$ cat src/rtl/sfb_pkg.sv
package sfb_pkg;
  // Register byte offsets on the APB port
  localparam logic [7:0] SFB_CTRL_OFF   = 8'h00;
  localparam logic [7:0] SFB_UCFG_OFF   = 8'h04;
  localparam logic [7:0] SFB_FROP_OFF   = 8'h08;
  localparam logic [7:0] SFB_CLEN_OFF   = 8'h0c;
  localparam logic [7:0] SFB_CMDL_OFF   = 8'h10;
  localparam logic [7:0] SFB_CMDH_OFF   = 8'h14;
  localparam logic [7:0] SFB_RSPL_OFF   = 8'h18;
  localparam logic [7:0] SFB_RSPH_OFF   = 8'h1c;
  localparam logic [7:0] SFB_STAT_OFF   = 8'h20;
  // Field positions
  localparam int unsigned SFB_CTRL_GO_BIT   = 0;
  localparam int unsigned SFB_CTRL_DUAL_BIT = 1;
  localparam int unsigned SFB_UCFG_DIS_BIT  = 0;
  // Reset values
  localparam logic [7:0] SFB_FROP_RST = 8'h3b;
  localparam logic [7:0] SFB_CLEN_RST = 8'h00;
  // Flash opcodes and addresses
  localparam logic [7:0]  SFB_OP_FAST_READ = 8'h0b;
  localparam logic [23:0] SFB_SIG_ADDR     = 24'h00fffa;
  localparam logic [23:0] SFB_DUAL_MASK    = 24'h01ffff;
  localparam logic [1:0]  SFB_SIG_LAST     = 2'h3;
  // Shift lengths and cache size
  localparam logic [5:0] SFB_HDR_BITS  = 6'h28;
  localparam logic [5:0] SFB_BYTE_BITS = 6'h08;
  localparam logic [5:0] SFB_DUAL_CLKS = 6'h04;
  localparam logic [5:0] SFB_CACHE_MAX = 6'h20;
  // Timing: flash clock rates and the cost of the input synchronisers
  localparam int unsigned SFB_PCLK_MHZ    = 50;
  localparam int unsigned SFB_RATE_LO_MHZ = 30;
  localparam int unsigned SFB_RATE_HI_MHZ = 60;
  localparam int unsigned SFB_SYNC_CYC    = 2;
  localparam int unsigned SFB_HALF_LO =
    (SFB_PCLK_MHZ + 2 * SFB_RATE_LO_MHZ - 1) / (2 * SFB_RATE_LO_MHZ) + SFB_SYNC_CYC;
  localparam int unsigned SFB_HALF_HI =
    (SFB_PCLK_MHZ + 2 * SFB_RATE_HI_MHZ - 1) / (2 * SFB_RATE_HI_MHZ) + SFB_SYNC_CYC;

  // Engine states
  typedef enum logic [2:0] {
    SFB_ST_IDLE = 3'b000,
    SFB_ST_HDR  = 3'b001,
    SFB_ST_DATA = 3'b010,
    SFB_ST_HOLD = 3'b011,
    SFB_ST_BUF  = 3'b100
  } sfb_state_t;

  // Code fetch request from the processor core
  typedef struct packed {
    logic        valid;
    logic [23:0] addr;
  } sfb_fetch_req_t;

  // Code fetch answer to the processor core
  typedef struct packed {
    logic       ready;
    logic [7:0] data;
  } sfb_fetch_rsp_t;

  // Flash pins driven by the block
  typedef struct packed {
    logic sel_n;
    logic sck;
    logic io0_o;
    logic io0_oe;
  } sfb_flash_out_t;
endpackage : sfb_pkg

$ cat src/rtl/sfb_top.sv
// Contract
// - Boot signature at 0xFFFA picks flash execution
// - Port enabled after reset, software may disable
// - Single read: 0x0B, address, dummy, byte
// - First byte captured, ready pulse to core
// - Sequential address continues, other address deselects; a cache hit in hold keeps select low
// - Dual read: programmable opcode, 17-bit address
// - Dual data: two bits per clock
// - Cache base loads on jump, length grows
// - Base advances past 32 bytes
// - Cache hit answers in one clock
// - Command, response buffers and length register
// - Go bit: eight clocks per byte
// - Bytes after first stored in response
// - Beyond command buffer drive filler zeros
// - Select returns high at count end
// - Erase commands use four-byte length
// - Byte program uses five-byte length
// - Single-byte commands use length one
// - Identification read leaves three response bytes
// - Rate strap latched after reset
// - Flash checked first, runs entirely from it
//
// Decided for this implementation: the address map and register access over APB.
`timescale 1ns/100ps
`default_nettype none
module sfb_top #(
  parameter logic [31:0] SIG_VALUE = 32'h32444655  // Boot signature text
) (
  input  wire logic                    pclk,
  input  wire logic                    presetn,
  input  wire logic                    clk_en,
  input  wire logic                    psel,
  input  wire logic                    penable,
  input  wire logic                    pwrite,
  input  wire logic [7:0]              paddr,
  input  wire logic [31:0]             pwdata,
  output logic [31:0]                  prdata,
  output logic                         pready,
  output logic                         pslverr,
  input  wire sfb_pkg::sfb_fetch_req_t fetch_req,
  output sfb_pkg::sfb_fetch_rsp_t      fetch_rsp,
  input  wire logic                    clock_rate_strap,
  input  wire logic                    serial_in_line,
  input  wire logic                    io0_in,
  output sfb_pkg::sfb_flash_out_t      flash_out,
  output logic                         boot_done,
  output logic                         boot_from_flash
);
  import sfb_pkg::*;

  // Control registers
  logic                go_ff;             // Buffered transfer pending
  logic                dual_ff;           // Dual data mode
  logic                port_dis_ff;       // Flash port disable
  logic [7:0]          fast_read_opcode_reg;
  logic [7:0]          command_length;
  logic [7:0]          cmd_buf_ff [8];
  logic [7:0]          response_buffer [8];
  logic [31:0]         prdata_ff;
  logic                pready_ff;
  logic                pslverr_ff;
  // Engine state
  sfb_state_t          st_ff;
  sfb_flash_out_t      flash_ff;
  sfb_fetch_rsp_t      rsp_ff;
  logic [39:0]         out_sr_ff;         // Outgoing bits, MSB on the line
  logic [7:0]          in_sr_ff;          // Incoming byte
  logic [5:0]          bits_ff;           // Clocks left in this phase
  logic [7:0]          byte_idx_ff;       // Byte number in a buffered transfer
  logic [23:0]         cur_addr_ff;       // Address of the byte in flight
  logic [23:0]         last_addr_ff;      // Address of the last byte read from flash
  logic [3:0]          div_ff;            // Flash clock half-period counter
  // Prefetch cache
  logic [7:0]          cache_ff [32];
  logic [23:0]         cache_base_ff;
  logic [5:0]          cache_len_ff;
  // Boot and strap
  logic                boot_done_ff;
  logic                boot_flash_ff;
  logic [1:0]          boot_cnt_ff;
  logic [23:0]         sig_ff;
  logic [1:0]          strap_sync_ff;
  logic                rate_ff;
  logic                rate_taken_ff;
  // Pin synchronisers
  logic [1:0]          si_sync_ff;
  logic [1:0]          io0_sync_ff;

  assign prdata          = prdata_ff;
  assign pready          = pready_ff;
  assign pslverr         = pslverr_ff;
  assign fetch_rsp       = rsp_ff;
  assign flash_out       = flash_ff;
  assign boot_done       = boot_done_ff;
  assign boot_from_flash = boot_flash_ff;

  // Byte of the command buffer, or filler once past its end
  function automatic logic [7:0] cmd_byte(input logic [7:0] idx);
    cmd_byte = (idx < 8'h08) ? cmd_buf_ff[idx[2:0]] : 8'h00;
  endfunction : cmd_byte

  // APB decode
  wire        apb_setup = psel & ~penable;
  wire        apb_wr    = psel & penable & pwrite & pready_ff;
  wire        addr_ok   = (paddr <= SFB_STAT_OFF) && (paddr[1:0] == 2'b00);
  wire        busy      = (st_ff != SFB_ST_IDLE);

  // Boot runs the read path with its own addresses
  wire        boot_act  = ~boot_done_ff;
  wire        req_valid = boot_act | (fetch_req.valid & boot_flash_ff);
  wire [23:0] req_addr  = boot_act ? (SFB_SIG_ADDR + {22'h0, boot_cnt_ff}) : fetch_req.addr;
  wire [23:0] eff_addr  = dual_ff ? (req_addr & SFB_DUAL_MASK) : req_addr;
  wire [7:0]  rd_opcode = dual_ff ? fast_read_opcode_reg : SFB_OP_FAST_READ;
  // A request is ignored in the cycle its answer is shown
  wire        take      = req_valid & ~rsp_ff.ready & ~port_dis_ff;
  wire        seq_hit   = (eff_addr == (last_addr_ff + 24'h000001));
  wire [23:0] cache_off = eff_addr - cache_base_ff;
  wire        cache_hit = (cache_off < {18'h0, cache_len_ff});
  wire        buf_start = go_ff & ~port_dis_ff & boot_done_ff;
  wire [3:0]  half_cyc  = rate_ff ? 4'(SFB_HALF_HI - 1) : 4'(SFB_HALF_LO - 1);
  wire        tick      = (div_ff == 4'h0);
  wire        rise      = tick & ~flash_ff.sck;
  wire        fall      = tick & flash_ff.sck;
  wire        si_s      = si_sync_ff[1];
  wire        io0_s     = io0_sync_ff[1];
  wire [7:0]  nxt_idx   = byte_idx_ff + 8'h01;
  wire [7:0]  nxt_cmd   = cmd_byte(nxt_idx);
  wire [31:0] stat_word = {18'h0, cache_len_ff, 3'h0, rate_ff, boot_flash_ff,
                           boot_done_ff, busy, go_ff};
  wire [31:0] rd_mux =
    (paddr == SFB_CTRL_OFF) ? {30'h0, dual_ff, go_ff} :
    (paddr == SFB_UCFG_OFF) ? {31'h0, port_dis_ff} :
    (paddr == SFB_FROP_OFF) ? {24'h0, fast_read_opcode_reg} :
    (paddr == SFB_CLEN_OFF) ? {24'h0, command_length} :
    (paddr == SFB_CMDL_OFF) ? {cmd_buf_ff[3], cmd_buf_ff[2], cmd_buf_ff[1], cmd_buf_ff[0]} :
    (paddr == SFB_CMDH_OFF) ? {cmd_buf_ff[7], cmd_buf_ff[6], cmd_buf_ff[5], cmd_buf_ff[4]} :
    (paddr == SFB_RSPL_OFF) ? {response_buffer[3], response_buffer[2],
                               response_buffer[1], response_buffer[0]} :
    (paddr == SFB_RSPH_OFF) ? {response_buffer[7], response_buffer[6],
                               response_buffer[5], response_buffer[4]} :
    (paddr == SFB_STAT_OFF) ? stat_word : 32'h0;

  // Two-flop synchronisers for pins
  always_ff @(posedge pclk or negedge presetn) begin
    if (!presetn) begin
      si_sync_ff    <= 2'h0;
      io0_sync_ff   <= 2'h0;
      strap_sync_ff <= 2'h0;
    end else if (clk_en) begin
      si_sync_ff    <= {si_sync_ff[0], serial_in_line};
      io0_sync_ff   <= {io0_sync_ff[0], io0_in};
      strap_sync_ff <= {strap_sync_ff[0], clock_rate_strap};
    end
  end

  // Strap caught once, in the first cycle after boot is done
  always_ff @(posedge pclk or negedge presetn) begin
    if (!presetn) begin
      rate_ff       <= 1'b0;
      rate_taken_ff <= 1'b0;
    end else if (clk_en && !rate_taken_ff && !boot_act) begin
      rate_ff       <= strap_sync_ff[1];
      rate_taken_ff <= 1'b1;
    end
  end

  // APB slave: zero wait, prdata prepared in the setup cycle
  always_ff @(posedge pclk or negedge presetn) begin
    if (!presetn) begin
      pready_ff  <= 1'b0;
      pslverr_ff <= 1'b0;
      prdata_ff  <= 32'h0;
    end else if (clk_en) begin
      pready_ff <= 1'b1;
      if (apb_setup) begin
        prdata_ff  <= pwrite ? 32'h0 : rd_mux;
        pslverr_ff <= ~addr_ok;
      end
    end
  end

  // Software-written registers
  always_ff @(posedge pclk or negedge presetn) begin
    if (!presetn) begin
      go_ff                <= 1'b0;
      dual_ff              <= 1'b0;
      port_dis_ff          <= 1'b0;
      fast_read_opcode_reg <= SFB_FROP_RST;
      command_length       <= SFB_CLEN_RST;
      for (int i = 0; i < 8; i++) begin
        cmd_buf_ff[i] <= 8'h00;
      end
    end else if (clk_en) begin
      // Engine takes the go bit; a new write in that cycle wins
      if (buf_start && st_ff == SFB_ST_IDLE && !take) begin
        go_ff <= 1'b0;
      end
      if (apb_wr) begin
        unique case (paddr)
          SFB_CTRL_OFF: begin
            if (pwdata[SFB_CTRL_GO_BIT]) begin
              go_ff <= 1'b1;
            end
            dual_ff <= pwdata[SFB_CTRL_DUAL_BIT];
          end
          SFB_UCFG_OFF: port_dis_ff <= pwdata[SFB_UCFG_DIS_BIT];
          SFB_FROP_OFF: fast_read_opcode_reg <= pwdata[7:0];
          SFB_CLEN_OFF: command_length <= pwdata[7:0];
          SFB_CMDL_OFF: {cmd_buf_ff[3], cmd_buf_ff[2], cmd_buf_ff[1], cmd_buf_ff[0]} <= pwdata;
          SFB_CMDH_OFF: {cmd_buf_ff[7], cmd_buf_ff[6], cmd_buf_ff[5], cmd_buf_ff[4]} <= pwdata;
          default: begin
          end
        endcase
      end
    end
  end

  // Boot signature check on each delivered boot byte
  always_ff @(posedge pclk or negedge presetn) begin
    if (!presetn) begin
      boot_done_ff  <= 1'b0;
      boot_flash_ff <= 1'b0;
      boot_cnt_ff   <= 2'h0;
      sig_ff        <= 24'h0;
    end else if (clk_en && boot_act) begin
      if (port_dis_ff) begin
        // Disabled port: fall back to internal memory
        boot_done_ff <= 1'b1;
      end else if (rsp_ff.ready) begin
        sig_ff      <= {sig_ff[15:0], rsp_ff.data};
        boot_cnt_ff <= boot_cnt_ff + 2'h1;
        if (boot_cnt_ff == SFB_SIG_LAST) begin
          boot_done_ff  <= 1'b1;
          boot_flash_ff <= ({sig_ff, rsp_ff.data} == SIG_VALUE);
        end
      end
    end
  end

  // Flash clock divider, restarted whenever the line is idle
  always_ff @(posedge pclk or negedge presetn) begin
    if (!presetn) begin
      div_ff <= 4'h0;
    end else if (clk_en) begin
      div_ff <= (tick || st_ff == SFB_ST_IDLE || st_ff == SFB_ST_HOLD) ? half_cyc
                                                                      : div_ff - 4'h1;
    end
  end

  // Transfer engine: fetch reads, cache answers and buffered transfers.
  // Outputs change on falling flash clock edges so the flash sees stable
  // data at its rising edge; incoming bits are sampled at our rising edge.
  always_ff @(posedge pclk or negedge presetn) begin
    if (!presetn) begin
      st_ff         <= SFB_ST_IDLE;
      flash_ff      <= '{sel_n: 1'b1, sck: 1'b0, io0_o: 1'b0, io0_oe: 1'b0};
      rsp_ff        <= '0;
      out_sr_ff     <= 40'h0;
      in_sr_ff      <= 8'h00;
      bits_ff       <= 6'h0;
      byte_idx_ff   <= 8'h00;
      cur_addr_ff   <= 24'h0;
      last_addr_ff  <= 24'h0;
      cache_base_ff <= 24'h0;
      cache_len_ff  <= 6'h0;
    end else if (clk_en) begin
      rsp_ff.ready <= 1'b0;
      unique case (st_ff)
        // Idle: select high, wait for work
        SFB_ST_IDLE: begin
          if (take && cache_hit) begin
            rsp_ff <= '{ready: 1'b1, data: cache_ff[eff_addr[4:0]]};
          end else if (take) begin
            cache_base_ff <= eff_addr;
            cache_len_ff  <= 6'h0;
            cur_addr_ff   <= eff_addr;
            out_sr_ff     <= {rd_opcode, eff_addr, 8'h00};
            bits_ff       <= SFB_HDR_BITS;
            flash_ff      <= '{sel_n: 1'b0, sck: 1'b0, io0_o: rd_opcode[7], io0_oe: 1'b1};
            st_ff         <= SFB_ST_HDR;
          end else if (buf_start && command_length != 8'h00) begin
            out_sr_ff   <= {cmd_byte(8'h00), 32'h0};
            bits_ff     <= SFB_BYTE_BITS;
            byte_idx_ff <= 8'h00;
            flash_ff    <= '{sel_n: 1'b0, sck: 1'b0, io0_o: cmd_buf_ff[0][7], io0_oe: 1'b1};
            st_ff       <= SFB_ST_BUF;
          end
        end
        // Header: opcode, address and dummy byte, MSB first
        SFB_ST_HDR: begin
          if (port_dis_ff) begin
            flash_ff <= '{sel_n: 1'b1, sck: 1'b0, io0_o: 1'b0, io0_oe: 1'b0};
            st_ff    <= SFB_ST_IDLE;
          end else if (rise) begin
            flash_ff.sck <= 1'b1;
          end else if (fall) begin
            flash_ff.sck   <= 1'b0;
            out_sr_ff      <= {out_sr_ff[38:0], 1'b0};
            flash_ff.io0_o <= out_sr_ff[38];
            bits_ff        <= bits_ff - 6'h1;
            if (bits_ff == 6'h1) begin
              // Data phase; dual mode releases io0 for the flash
              flash_ff.io0_oe <= ~dual_ff;
              bits_ff         <= dual_ff ? SFB_DUAL_CLKS : SFB_BYTE_BITS;
              st_ff           <= SFB_ST_DATA;
            end
          end
        end
        // Data: one byte in over eight or four clocks
        SFB_ST_DATA: begin
          if (port_dis_ff) begin
            flash_ff <= '{sel_n: 1'b1, sck: 1'b0, io0_o: 1'b0, io0_oe: 1'b0};
            st_ff    <= SFB_ST_IDLE;
          end else if (rise) begin
            flash_ff.sck <= 1'b1;
            in_sr_ff     <= dual_ff ? {in_sr_ff[5:0], si_s, io0_s} : {in_sr_ff[6:0], si_s};
          end else if (fall) begin
            flash_ff.sck <= 1'b0;
            bits_ff      <= bits_ff - 6'h1;
            if (bits_ff == 6'h1) begin
              rsp_ff       <= '{ready: 1'b1, data: in_sr_ff};
              last_addr_ff <= cur_addr_ff;
              cache_ff[cur_addr_ff[4:0]] <= in_sr_ff;
              if (cache_len_ff < SFB_CACHE_MAX) begin
                cache_len_ff <= cache_len_ff + 6'h1;
              end else begin
                cache_base_ff <= cache_base_ff + 24'h000001;
              end
              st_ff <= SFB_ST_HOLD;
            end
          end
        end
        // Hold: select stays low while addresses run on
        SFB_ST_HOLD: begin
          if (port_dis_ff || go_ff) begin
            flash_ff <= '{sel_n: 1'b1, sck: 1'b0, io0_o: 1'b0, io0_oe: 1'b0};
            st_ff    <= SFB_ST_IDLE;
          end else if (take && seq_hit) begin
            cur_addr_ff <= eff_addr;
            bits_ff     <= dual_ff ? SFB_DUAL_CLKS : SFB_BYTE_BITS;
            st_ff       <= SFB_ST_DATA;
          end else if (take && cache_hit) begin
            rsp_ff <= '{ready: 1'b1, data: cache_ff[eff_addr[4:0]]};
          end else if (take) begin
            flash_ff <= '{sel_n: 1'b1, sck: 1'b0, io0_o: 1'b0, io0_oe: 1'b0};
            st_ff    <= SFB_ST_IDLE;
          end
        end
        // Buffered transfer: length bytes, eight clocks each;
        // command kinds differ only in buffer contents and length
        // lengths from software
        SFB_ST_BUF: begin
          if (port_dis_ff) begin
            flash_ff <= '{sel_n: 1'b1, sck: 1'b0, io0_o: 1'b0, io0_oe: 1'b0};
            st_ff    <= SFB_ST_IDLE;
          end else if (rise) begin
            flash_ff.sck <= 1'b1;
            in_sr_ff     <= {in_sr_ff[6:0], si_s};
          end else if (fall) begin
            flash_ff.sck   <= 1'b0;
            out_sr_ff      <= {out_sr_ff[38:0], 1'b0};
            flash_ff.io0_o <= out_sr_ff[38];
            bits_ff        <= bits_ff - 6'h1;
            if (bits_ff == 6'h1) begin
              if (byte_idx_ff != 8'h00 && byte_idx_ff <= 8'h08) begin
                response_buffer[3'(byte_idx_ff - 8'h01)] <= in_sr_ff;
              end
              if (nxt_idx >= command_length) begin
                flash_ff <= '{sel_n: 1'b1, sck: 1'b0, io0_o: 1'b0, io0_oe: 1'b0};
                st_ff    <= SFB_ST_IDLE;
              end else begin
                byte_idx_ff    <= nxt_idx;
                out_sr_ff      <= {nxt_cmd, 32'h0};
                flash_ff.io0_o <= nxt_cmd[7];
                bits_ff        <= SFB_BYTE_BITS;
              end
            end
          end
        end
        default: begin
          flash_ff <= '{sel_n: 1'b1, sck: 1'b0, io0_o: 1'b0, io0_oe: 1'b0};
          st_ff    <= SFB_ST_IDLE;
        end
      endcase
    end
  end
endmodule : sfb_top
`default_nettype wire

$ cat config.mk
export PLATFORM = sky130hd
export DESIGN_NAME = sfb_top
export DESIGN_NICKNAME = d
export VERILOG_FILES = /design/src/rtl/sfb_pkg.sv /design/src/rtl/sfb_top.sv
export SDC_FILE = /design/constraint.sdc
export NUM_CORES = 1
export LEC_CHECK = 0
export BUFFER_PORTS_ARGS = -buffer_cell sky130_fd_sc_hd__clkbuf_2
export CORE_ASPECT_RATIO = 1.1
export CORE_UTILIZATION = 61
export DETAILED_ROUTE_END_ITERATION = 8
export MAX_ROUTING_LAYER = met4
export PLACE_DENSITY_LB_ADDON = 0.2
export SLEW_MARGIN = 20
export SYNTH_ARGS = -nofsm -noshare
export SYNTH_HDL_FRONTEND = slang
export SYNTH_SLANG_ARGS = --single-unit
$ cat constraint.sdc
create_clock -name pclk -period 6.45 [get_ports pclk]
set_input_delay 0.3225 -clock pclk [delete_from_list [all_inputs] [get_ports pclk]]
set_output_delay 0.3225 -clock pclk [all_outputs]
set_load 0.01 [all_outputs]
; ---- After elaboration in Yosys (flattened, before gate mapping)
; Memory sizes are Yosys's and may differ from the RTL's.
; Index checks and enable logic that the tools add are counted.
[totals]
register_bits = 312
ramBits = 320
inputBits = 74
n_memories = 2
[op_classes]
addsub = 10
n_lt_le_gt_ge = 7
n_eq_ne = 59
muxes = 161
bitwise = 21
reduce_logical = 57
[mem_list]
columns = memory, words, word_bits, rd, rd_clocked_by_memory_dff, write_ports, line
row1 = cache_ff, 32, 8, 1, 0, 1, sfb_top.sv:75  ; logic [7:0] cache_ff [32];
row2 = response_buffer, 8, 8, 8, 0, 1, sfb_top.sv:59  ; logic [7:0] response_buffer [8];
[ops]
columns = cell, n
row1 = two-way mux 39 bit, 11
row2 = two-way mux 32 bit, 9
row3 = two-way mux 24 bit, 11
row4 = two-way mux 6 bit, 24
row5 = two-way mux 8 bit, 17
row6 = one-hot mux 39 bit (3 select lines), 1
row7 = one-hot mux 24 bit (2 select lines), 2
row8 = two-way mux 3 bit, 22
row9 = two-way mux 9 bit, 7
row10 = adder 24 x 1 -> 24 bit (second input constant), 2
row11 = two-way mux 4 bit, 12
row12 = inequality test 2 bit (second input constant), 22
row13 = inequality test 3 bit (second input constant), 11
row14 = == test 32 x 30 -> 1 bit (second input constant), 1
row15 = == test 8 x 5 -> 1 bit (second input constant), 4
row16 = two-way mux 1 bit, 32
row17 = one-hot mux 8 bit (2 select lines), 2
row18 = one-hot mux 6 bit (5 select lines), 1
row19 = AND reduction 10 bit, 3
row20 = AND reduction 15 bit, 2
row21 = one-hot mux 9 bit (3 select lines), 1
row22 = AND reduction 9 bit, 3
row23 = binary-select mux 8 bit (select 3 bit), 1
row24 = == test 24 bit, 1
row25 = other kinds (54), 113

; ---- Depth between registers and ports, before layout
[depth]
word_depth = 12
depth_mapped = 24

; ---- Worst setup path after synthesis
; Ideal clock, no wire load.
[synth_path]
path_type = register to register
startpoint = register boot_done_ff (netlist: boot_done)
endpoint = register flash_ff (netlist bit flash_out[0])
setup_time_ns = 0.125
arrival_time_ns = 5.742
slack_ns = 0.584
stages_incl_launch_ff = 22
path_buffers = 3
cell_sequence = dfrtp_1 -> clkbuf_1 -> mux2i_1 -> clkbuf_1 -> ha_1 -> inv_1 -> fa_1 -> a21o_1 -> a21oi_1 -> xnor2_1 -> ha_1 -> a21oi_1 -> o22ai_1 -> a2111o_1 -> a2111oi_0 -> nand4_1 -> nor4_1 -> nand4_1 -> buf_2 -> a32oi_2 -> nor3_1 -> mux2_2
[synth_between]
elab_chain_cells = 7
word_cells_on_any_way = 22
[synth_rtl]
columns = element, line
row1 = "start, declared", sfb_top.sv:79  ; logic boot_done_ff;
row2 = "start signal, assigned", sfb_top.sv:222  ; boot_done_ff <= 1'b0;
row3 = "start signal, assigned", sfb_top.sv:229  ; boot_done_ff <= 1'b1;
row4 = "start signal, assigned", sfb_top.sv:234  ; boot_done_ff <= 1'b1;
row5 = two-way mux 24 bit / inverter 1 bit (equally long branches), "sfb_top.sv:112, sfb_top.sv:110"
row6 = two-way mux 24 bit / OR 1 bit (equally long branches), "sfb_top.sv:113, sfb_top.sv:111"
row7 = subtractor 24 bit / bitwise AND 1 bit (equally long branches), "sfb_top.sv:118, sfb_top.sv:116"
row8 = < comparator 24 x 6 -> 1 bit / bitwise AND 1 bit (equally long branches), "sfb_top.sv:119, sfb_top.sv:116"
row9 = "logical AND 1 bit, or another cell as far along", "sfb_top.sv:272, sfb_top.sv:343"
row10 = "inequality test 3 x 2 -> 1 bit (no line), or another cell as far along", --
row11 = AND reduction 14 bit (no line) / one-hot mux 4 bit (5 select lines) (equally long branches), --
row12 = "end signal, assigned", sfb_top.sv:280  ; flash_ff <= '{sel_n: 1'b0, sck: 1'b0, io0_o: rd_opcode[7], io0_oe: 1'b1};
row13 = "end signal, assigned", sfb_top.sv:346  ; flash_ff <= '{sel_n: 1'b1, sck: 1'b0, io0_o: 1'b0, io0_oe: 1'b0};
row14 = "end signal, assigned", sfb_top.sv:355  ; flash_ff <= '{sel_n: 1'b1, sck: 1'b0, io0_o: 1'b0, io0_oe: 1'b0};
row15 = "end, declared", sfb_top.sv:65  ; sfb_flash_out_t flash_ff;
; Several ways; a longest one is shown, not always the timed one. The select of a mux whose other input is x is not followed.
; A chain may end at the register's enable or synchronous reset.

; ---- Final worst setup path
[layout_path]
startpoint = register boot_done_ff (netlist: boot_done)
endpoint = register out_sr_ff[30]
[layout_between]
elab_chain_cells = 7
word_cells_on_any_way = 17
[layout_rtl]
columns = element, line
row1 = two-way mux 24 bit / inverter 1 bit (equally long branches), "sfb_top.sv:112, sfb_top.sv:110"
row2 = two-way mux 24 bit / OR 1 bit (equally long branches), "sfb_top.sv:113, sfb_top.sv:111"
row3 = subtractor 24 bit / bitwise AND 1 bit (equally long branches), "sfb_top.sv:118, sfb_top.sv:116"
row4 = < comparator 24 x 6 -> 1 bit / bitwise AND 1 bit (equally long branches), "sfb_top.sv:119, sfb_top.sv:116"
row5 = logical AND 1 bit / two-way mux 39 bit (equally long branches), "sfb_top.sv:272, sfb_top.sv:274"
row6 = inequality test 2 bit (no line) / two-way mux 39 bit (equally long branches), --
row7 = AND reduction 10 bit (no line) / one-hot mux 39 bit (3 select lines) (equally long branches), --
row8 = "end signal, assigned", sfb_top.sv:278  ; out_sr_ff <= {rd_opcode, eff_addr, 8'h00};
row9 = "end signal, assigned", sfb_top.sv:283  ; out_sr_ff <= {cmd_byte(8'h00), 32'h0};
row10 = "end signal, assigned", sfb_top.sv:299  ; out_sr_ff <= {out_sr_ff[38:0], 1'b0};
row11 = "end, declared", sfb_top.sv:67  ; logic [39:0] out_sr_ff;
; Several ways; a longest one is shown, not always the timed one. The select of a mux whose other input is x is not followed.

==> impl_metrics.xml <==
<?xml version="1.0" encoding="UTF-8"?>
<metrics>
  <group name="detailed_routing">
    <metric name="vias_per_cell" unit="">6.58</metric>
    <metric name="met2_wl" unit="um">40000</metric>
    <metric name="route.detailed.drc" unit="">0</metric>
    <metric name="routed.top_layer" unit="">met4</metric>
    <metric name="detail_route.iter0.violations" unit="">2625</metric>
    <metric name="route.layer.met1.wl" unit="um">32300</metric>
    <metric name="wl_per_cell" unit="um">24.7</metric>
    <metric name="routed_wl" unit="um">80800</metric>
    <metric name="via_count" unit="">21531</metric>
    <metric name="drt-pass1-iter-count" unit="">6</metric>
    <metric name="antenna_violating_nets_post_route" unit="">0</metric>
    <metric name="dr_wl_met3" unit="um">6140</metric>
  </group>
  <group name="logic_synthesis">
    <metric name="synth_enable_flop_cells" unit="">320</metric>
    <metric name="synth.yosys.warnings" unit="">0</metric>
    <metric name="synthesis.instances" unit="">2453</metric>
    <metric name="ys_seq_area_share" unit="%">56.9</metric>
    <metric name="synth_area" unit="sq um">30300</metric>
    <metric name="postSynthAreaPerCell" unit="sq um">12.3</metric>
    <metric name="yosys_most_used_dff" unit="">sky130_fd_sc_hd__edfxtp_1</metric>
    <metric name="synth_nets" unit="">2574</metric>
    <metric name="synth-seq-cells" unit="">624</metric>
    <metric name="post_synth_num_cell_types" unit="">89</metric>
    <metric name="async_flop_share" unit="%">48.7</metric>
  </group>
  <group name="grt">
    <metric name="antenna_found_initial" unit="">0</metric>
    <metric name="grt_pass1_wl" unit="um">126000</metric>
    <metric name="grt_start_max_net_pins" unit="">132</metric>
    <metric name="overflow" unit="">0</metric>
    <metric name="globalRouteTotalUtil" unit="%">33.3</metric>
    <metric name="grt_pass1_vias" unit="">21222</metric>
  </group>
  <group name="floorplanning">
    <metric name="fp.coreArea" unit="sq um">48900</metric>
    <metric name="die_ht" unit="um">236</metric>
    <metric name="floorplan.rows" unit="">85</metric>
    <metric name="starting_density_of_the_core" unit="%">61.9</metric>
    <metric name="floorplan.die.width" unit="um">214</metric>
    <metric name="boundaryPins" unit="">123</metric>
    <metric name="die_area" unit="sq um">50500</metric>
  </group>
  <group name="setup_path">
    <metric name="critical_path.cell_chain" unit="">buf_4 &gt; nand2b_1 &gt; buf_4 &gt; ha_1 &gt; o211ai_1 &gt; a21oi_1 &gt; nor2_1 &gt; xnor2_1 &gt; ha_1 &gt; inv_1 &gt; o22ai_1 &gt; a2111o_1 &gt; a2111oi_0 &gt; nand4_1 &gt; nor4_1 &gt; nand4_2 &gt; nand3_2 &gt; buf_4 &gt; o21ai_0</metric>
    <metric name="cp.arrival" unit="ps">6210</metric>
    <metric name="crit_path_top_delay_cell" unit="">sky130_fd_sc_hd__dfrtp_2</metric>
    <metric name="worst_path_largest_cell_delay" unit="ps">580</metric>
    <metric name="setup.worst_path.end_class" unit="">flop</metric>
    <metric name="critical_path.startpoint_type" unit="">flop</metric>
    <metric name="crit_path_frequent_cell" unit="">sky130_fd_sc_hd__buf_4</metric>
    <metric name="critPathKind" unit="">flop to flop</metric>
    <metric name="critical_path_required" unit="ps">6950</metric>
    <metric name="max_fanout_on_critical_path" unit="">47</metric>
  </group>
  <group name="sta">
    <metric name="fmax" unit="MHz">175</metric>
    <metric name="post-route-min-period" unit="ps">5710</metric>
    <metric name="worst_slew_pin_slew" unit="ps">1170</metric>
    <metric name="final_setup_violation_count" unit="">0</metric>
    <metric name="finalSetupTns" unit="ps">0</metric>
    <metric name="number_of_hold_violations_in_the_final_report" unit="">0</metric>
    <metric name="final_clock_period_utilization_by_the_worst_path" unit="%">88.5</metric>
    <metric name="rsz0062_at_grt" unit="">false</metric>
    <metric name="timing.final.max_slew_violations" unit="">0</metric>
    <metric name="slew_headroom" unit="%">21.1</metric>
    <metric name="clock_skew" unit="ps">23.5</metric>
  </group>
  <group name="layout">
    <metric name="mostFrequentLayoutCells" unit="">sky130_fd_sc_hd__edfxtp_1 (320), sky130_fd_sc_hd__dfrtp_1 (297), sky130_fd_sc_hd__nand2_1 (193)</metric>
    <metric name="multi_input_comb_area" unit="sq um">12300</metric>
    <metric name="final_layout_size_suffix_gt1_share" unit="%">20.3</metric>
    <metric name="final.fill_count" unit="">3405</metric>
    <metric name="number_of_antenna_repair_diodes" unit="">0</metric>
    <metric name="layout_commonest_cell" unit="">sky130_fd_sc_hd__edfxtp_1</metric>
    <metric name="syn_to_final_growth" unit="%">12.3</metric>
    <metric name="fin_nets" unit="">2688</metric>
    <metric name="largest_register_ffs" unit="">256</metric>
    <metric name="seq_area" unit="sq um">17200</metric>
    <metric name="final_core_util" unit="%">69.5</metric>
  </group>
  <group name="clocking">
    <metric name="post_cts.resized_instances" unit="">0</metric>
    <metric name="cts_made_buffers" unit="">61</metric>
    <metric name="cts.sinks" unit="">624</metric>
    <metric name="cts_root_buffer" unit="">sky130_fd_sc_hd__clkbuf_16</metric>
    <metric name="cts-htree-levels" unit="">2</metric>
    <metric name="clkLatencyLatePin" unit="ps">640</metric>
    <metric name="clkSlewWorstSetupHoldPaths" unit="ps">70</metric>
    <metric name="cts_tree" unit="">built</metric>
    <metric name="cts_max_path_buffers" unit="">3</metric>
  </group>
  <group name="pwr">
    <metric name="cellInternalPower" unit="mW">7.15</metric>
    <metric name="total_switching_power" unit="mW">2.88</metric>
    <metric name="p_comb_share" unit="%">17.3</metric>
    <metric name="power.share.switching" unit="%">28.7</metric>
    <metric name="vdd.ir_drop.worst" unit="mV">0.266</metric>
    <metric name="power_density" unit="nW/um^2">295</metric>
    <metric name="p_leak" unit="nW">13.8</metric>
    <metric name="power_frac_seq" unit="%">46.0</metric>
    <metric name="power_share_of_the_clock_group" unit="%">36.7</metric>
  </group>
  <group name="place">
    <metric name="hpwlAfterDp" unit="um">53200</metric>
    <metric name="place.gp.congestion" unit="">0.964</metric>
    <metric name="portBuffers" unit="">122</metric>
  </group>
  <group name="outcome">
    <metric name="result_of_the_run" unit="">complete, no violations</metric>
  </group>
  <group name="min_path">
    <metric name="hold_class" unit="">input port to flop</metric>
  </group>
  <group name="run">
    <metric name="max_cap_violations" unit="">0</metric>
  </group>
</metrics>
## per-layer routing
layer  track usage, %  vias up
met5                -        -
met3             4.96      163
met2             53.6     1055
met4             9.96        0
met1             44.0    10785
li1                 -     9528
## synthesized netlist by cell type, types with 11 or more instances
cell type                    n  area (sq um)
sky130_fd_sc_hd__o21ai_0   172           861
sky130_fd_sc_hd__nor2_1    126           473
sky130_fd_sc_hd__nor4_1     22           138
sky130_fd_sc_hd__mux2_2    158          1780
sky130_fd_sc_hd__clkbuf_1  111           417
sky130_fd_sc_hd__o22ai_1    19           119
sky130_fd_sc_hd__nand4_1    14          87.6
sky130_fd_sc_hd__a211oi_1   16           120
sky130_fd_sc_hd__xor2_1     21           184
sky130_fd_sc_hd__ha_1       46           576
sky130_fd_sc_hd__mux4_2     56          1260
sky130_fd_sc_hd__edfxtp_1  320          9610
sky130_fd_sc_hd__nand2b_1   26           163
sky130_fd_sc_hd__mux2i_1   162          1620
sky130_fd_sc_hd__a221o_1    24           240
sky130_fd_sc_hd__dfrtp_1   298          7460
sky130_fd_sc_hd__a21oi_1   127           636
sky130_fd_sc_hd__o21a_1     11          82.6
sky130_fd_sc_hd__nor3_1     35           175
sky130_fd_sc_hd__nor2b_1    11          68.8
sky130_fd_sc_hd__o211ai_1   12          90.1
sky130_fd_sc_hd__buf_2      16          80.1
sky130_fd_sc_hd__or3_1      17           106
sky130_fd_sc_hd__a221oi_1   12           105
sky130_fd_sc_hd__nand2_1   193           724
sky130_fd_sc_hd__inv_1      84           315
sky130_fd_sc_hd__and3_1     13          81.3
sky130_fd_sc_hd__a22o_1     15           131
sky130_fd_sc_hd__buf_1      14          52.6
sky130_fd_sc_hd__xnor2_1    31           272
sky130_fd_sc_hd__a22oi_1    44           330
sky130_fd_sc_hd__a21o_1     11          82.6
sky130_fd_sc_hd__nand3_1    54           270
## final timing paths
kind / from / endpoint / slack (ps) / cells after the start
worst max-delay path: boot_done / out_sr_ff[30] / 740 / 19
worst min-delay path: pwdata[1] / command_length[1] / 20 / 3
worst min register to register: rate_taken_ff / rate_taken_ff / 470 / 1
max in group asynchronous: presetn / command_length[2] / 4240 / 4
min in group asynchronous: presetn / strap_sync_ff[1] / 170 / 2
worst max register to register: boot_done / out_sr_ff[30] / 740 / 19
## critical path, delay by kind of cell, from the launching register on
| kind | cells | cell delay (ps) |
|---|---|---|
| flops | 1 | 580 |
| buf+inv | 4 | 1020 |
| fa+ha+maj | 2 | 690 |
| compound gates | 6 | 1550 |
| simple gates | 6 | 1550 |
| xor+xnor | 1 | 150 |
## layout make-up
type	instances	share of cell area, %
repair buffers	196	3.74
multi-input cells	1600	36.1
well taps	652	2.40
clock inverters	36	1.11
flip-flops and latches	624	50.7
clock buffers	80	5.05
inverters	84	0.928
## cell families (layout without fill, tap and decap cells)
logic type / Yosys count / after routing / share of synthesized area [%]
AO/OA/AOI/OAI: 554 / 554 / 11.9
XOR/XNOR: 53 / 53 / 1.58
adder cells (fa/ha/maj): 47 / 47 / 1.97
buffers and inverters: 229 / 396 / 2.97
flip-flops: 624 / 624 / 56.9
multiplexers: 381 / 381 / 15.6
AND/OR/NAND/NOR: 565 / 565 / 9.03
## power groups by stage
stage | combinational (mW) | clock [mW] | sequential [mW]
5_1_grt | 1.87 | 3.88 | 4.63
4_1_cts | 1.71 | 3.72 | 4.61
3_5_place_dp | 1.68 | 0 | 4.69
3_3_place_gp | 1.64 | 0 | 4.67
2_1_floorplan | 1.10 | 0 | 4.66
6_report | 1.73 | 3.68 | 4.61
## stage by stage
step                setup slack (ps)  power (mW)  cells  area [sq um]  hold slack, ps
global placement                 986        6.32   3123         31500             231
global route                     335        10.4   3272         34000            39.3
detailed placement               693        6.36   3123         31600             230
finish                           744        10.0   3272         34000            21.7
CTS                              734        10.0   3271         34000            1.75
floorplan                        584        5.76   2453         30300            26.9
## timing repair
action	in CTS	in global routing
hold endpoints to repair	101	0
hold buffers	32	0
setup buffers	0	0
Power figures use the tool's default switching activity.
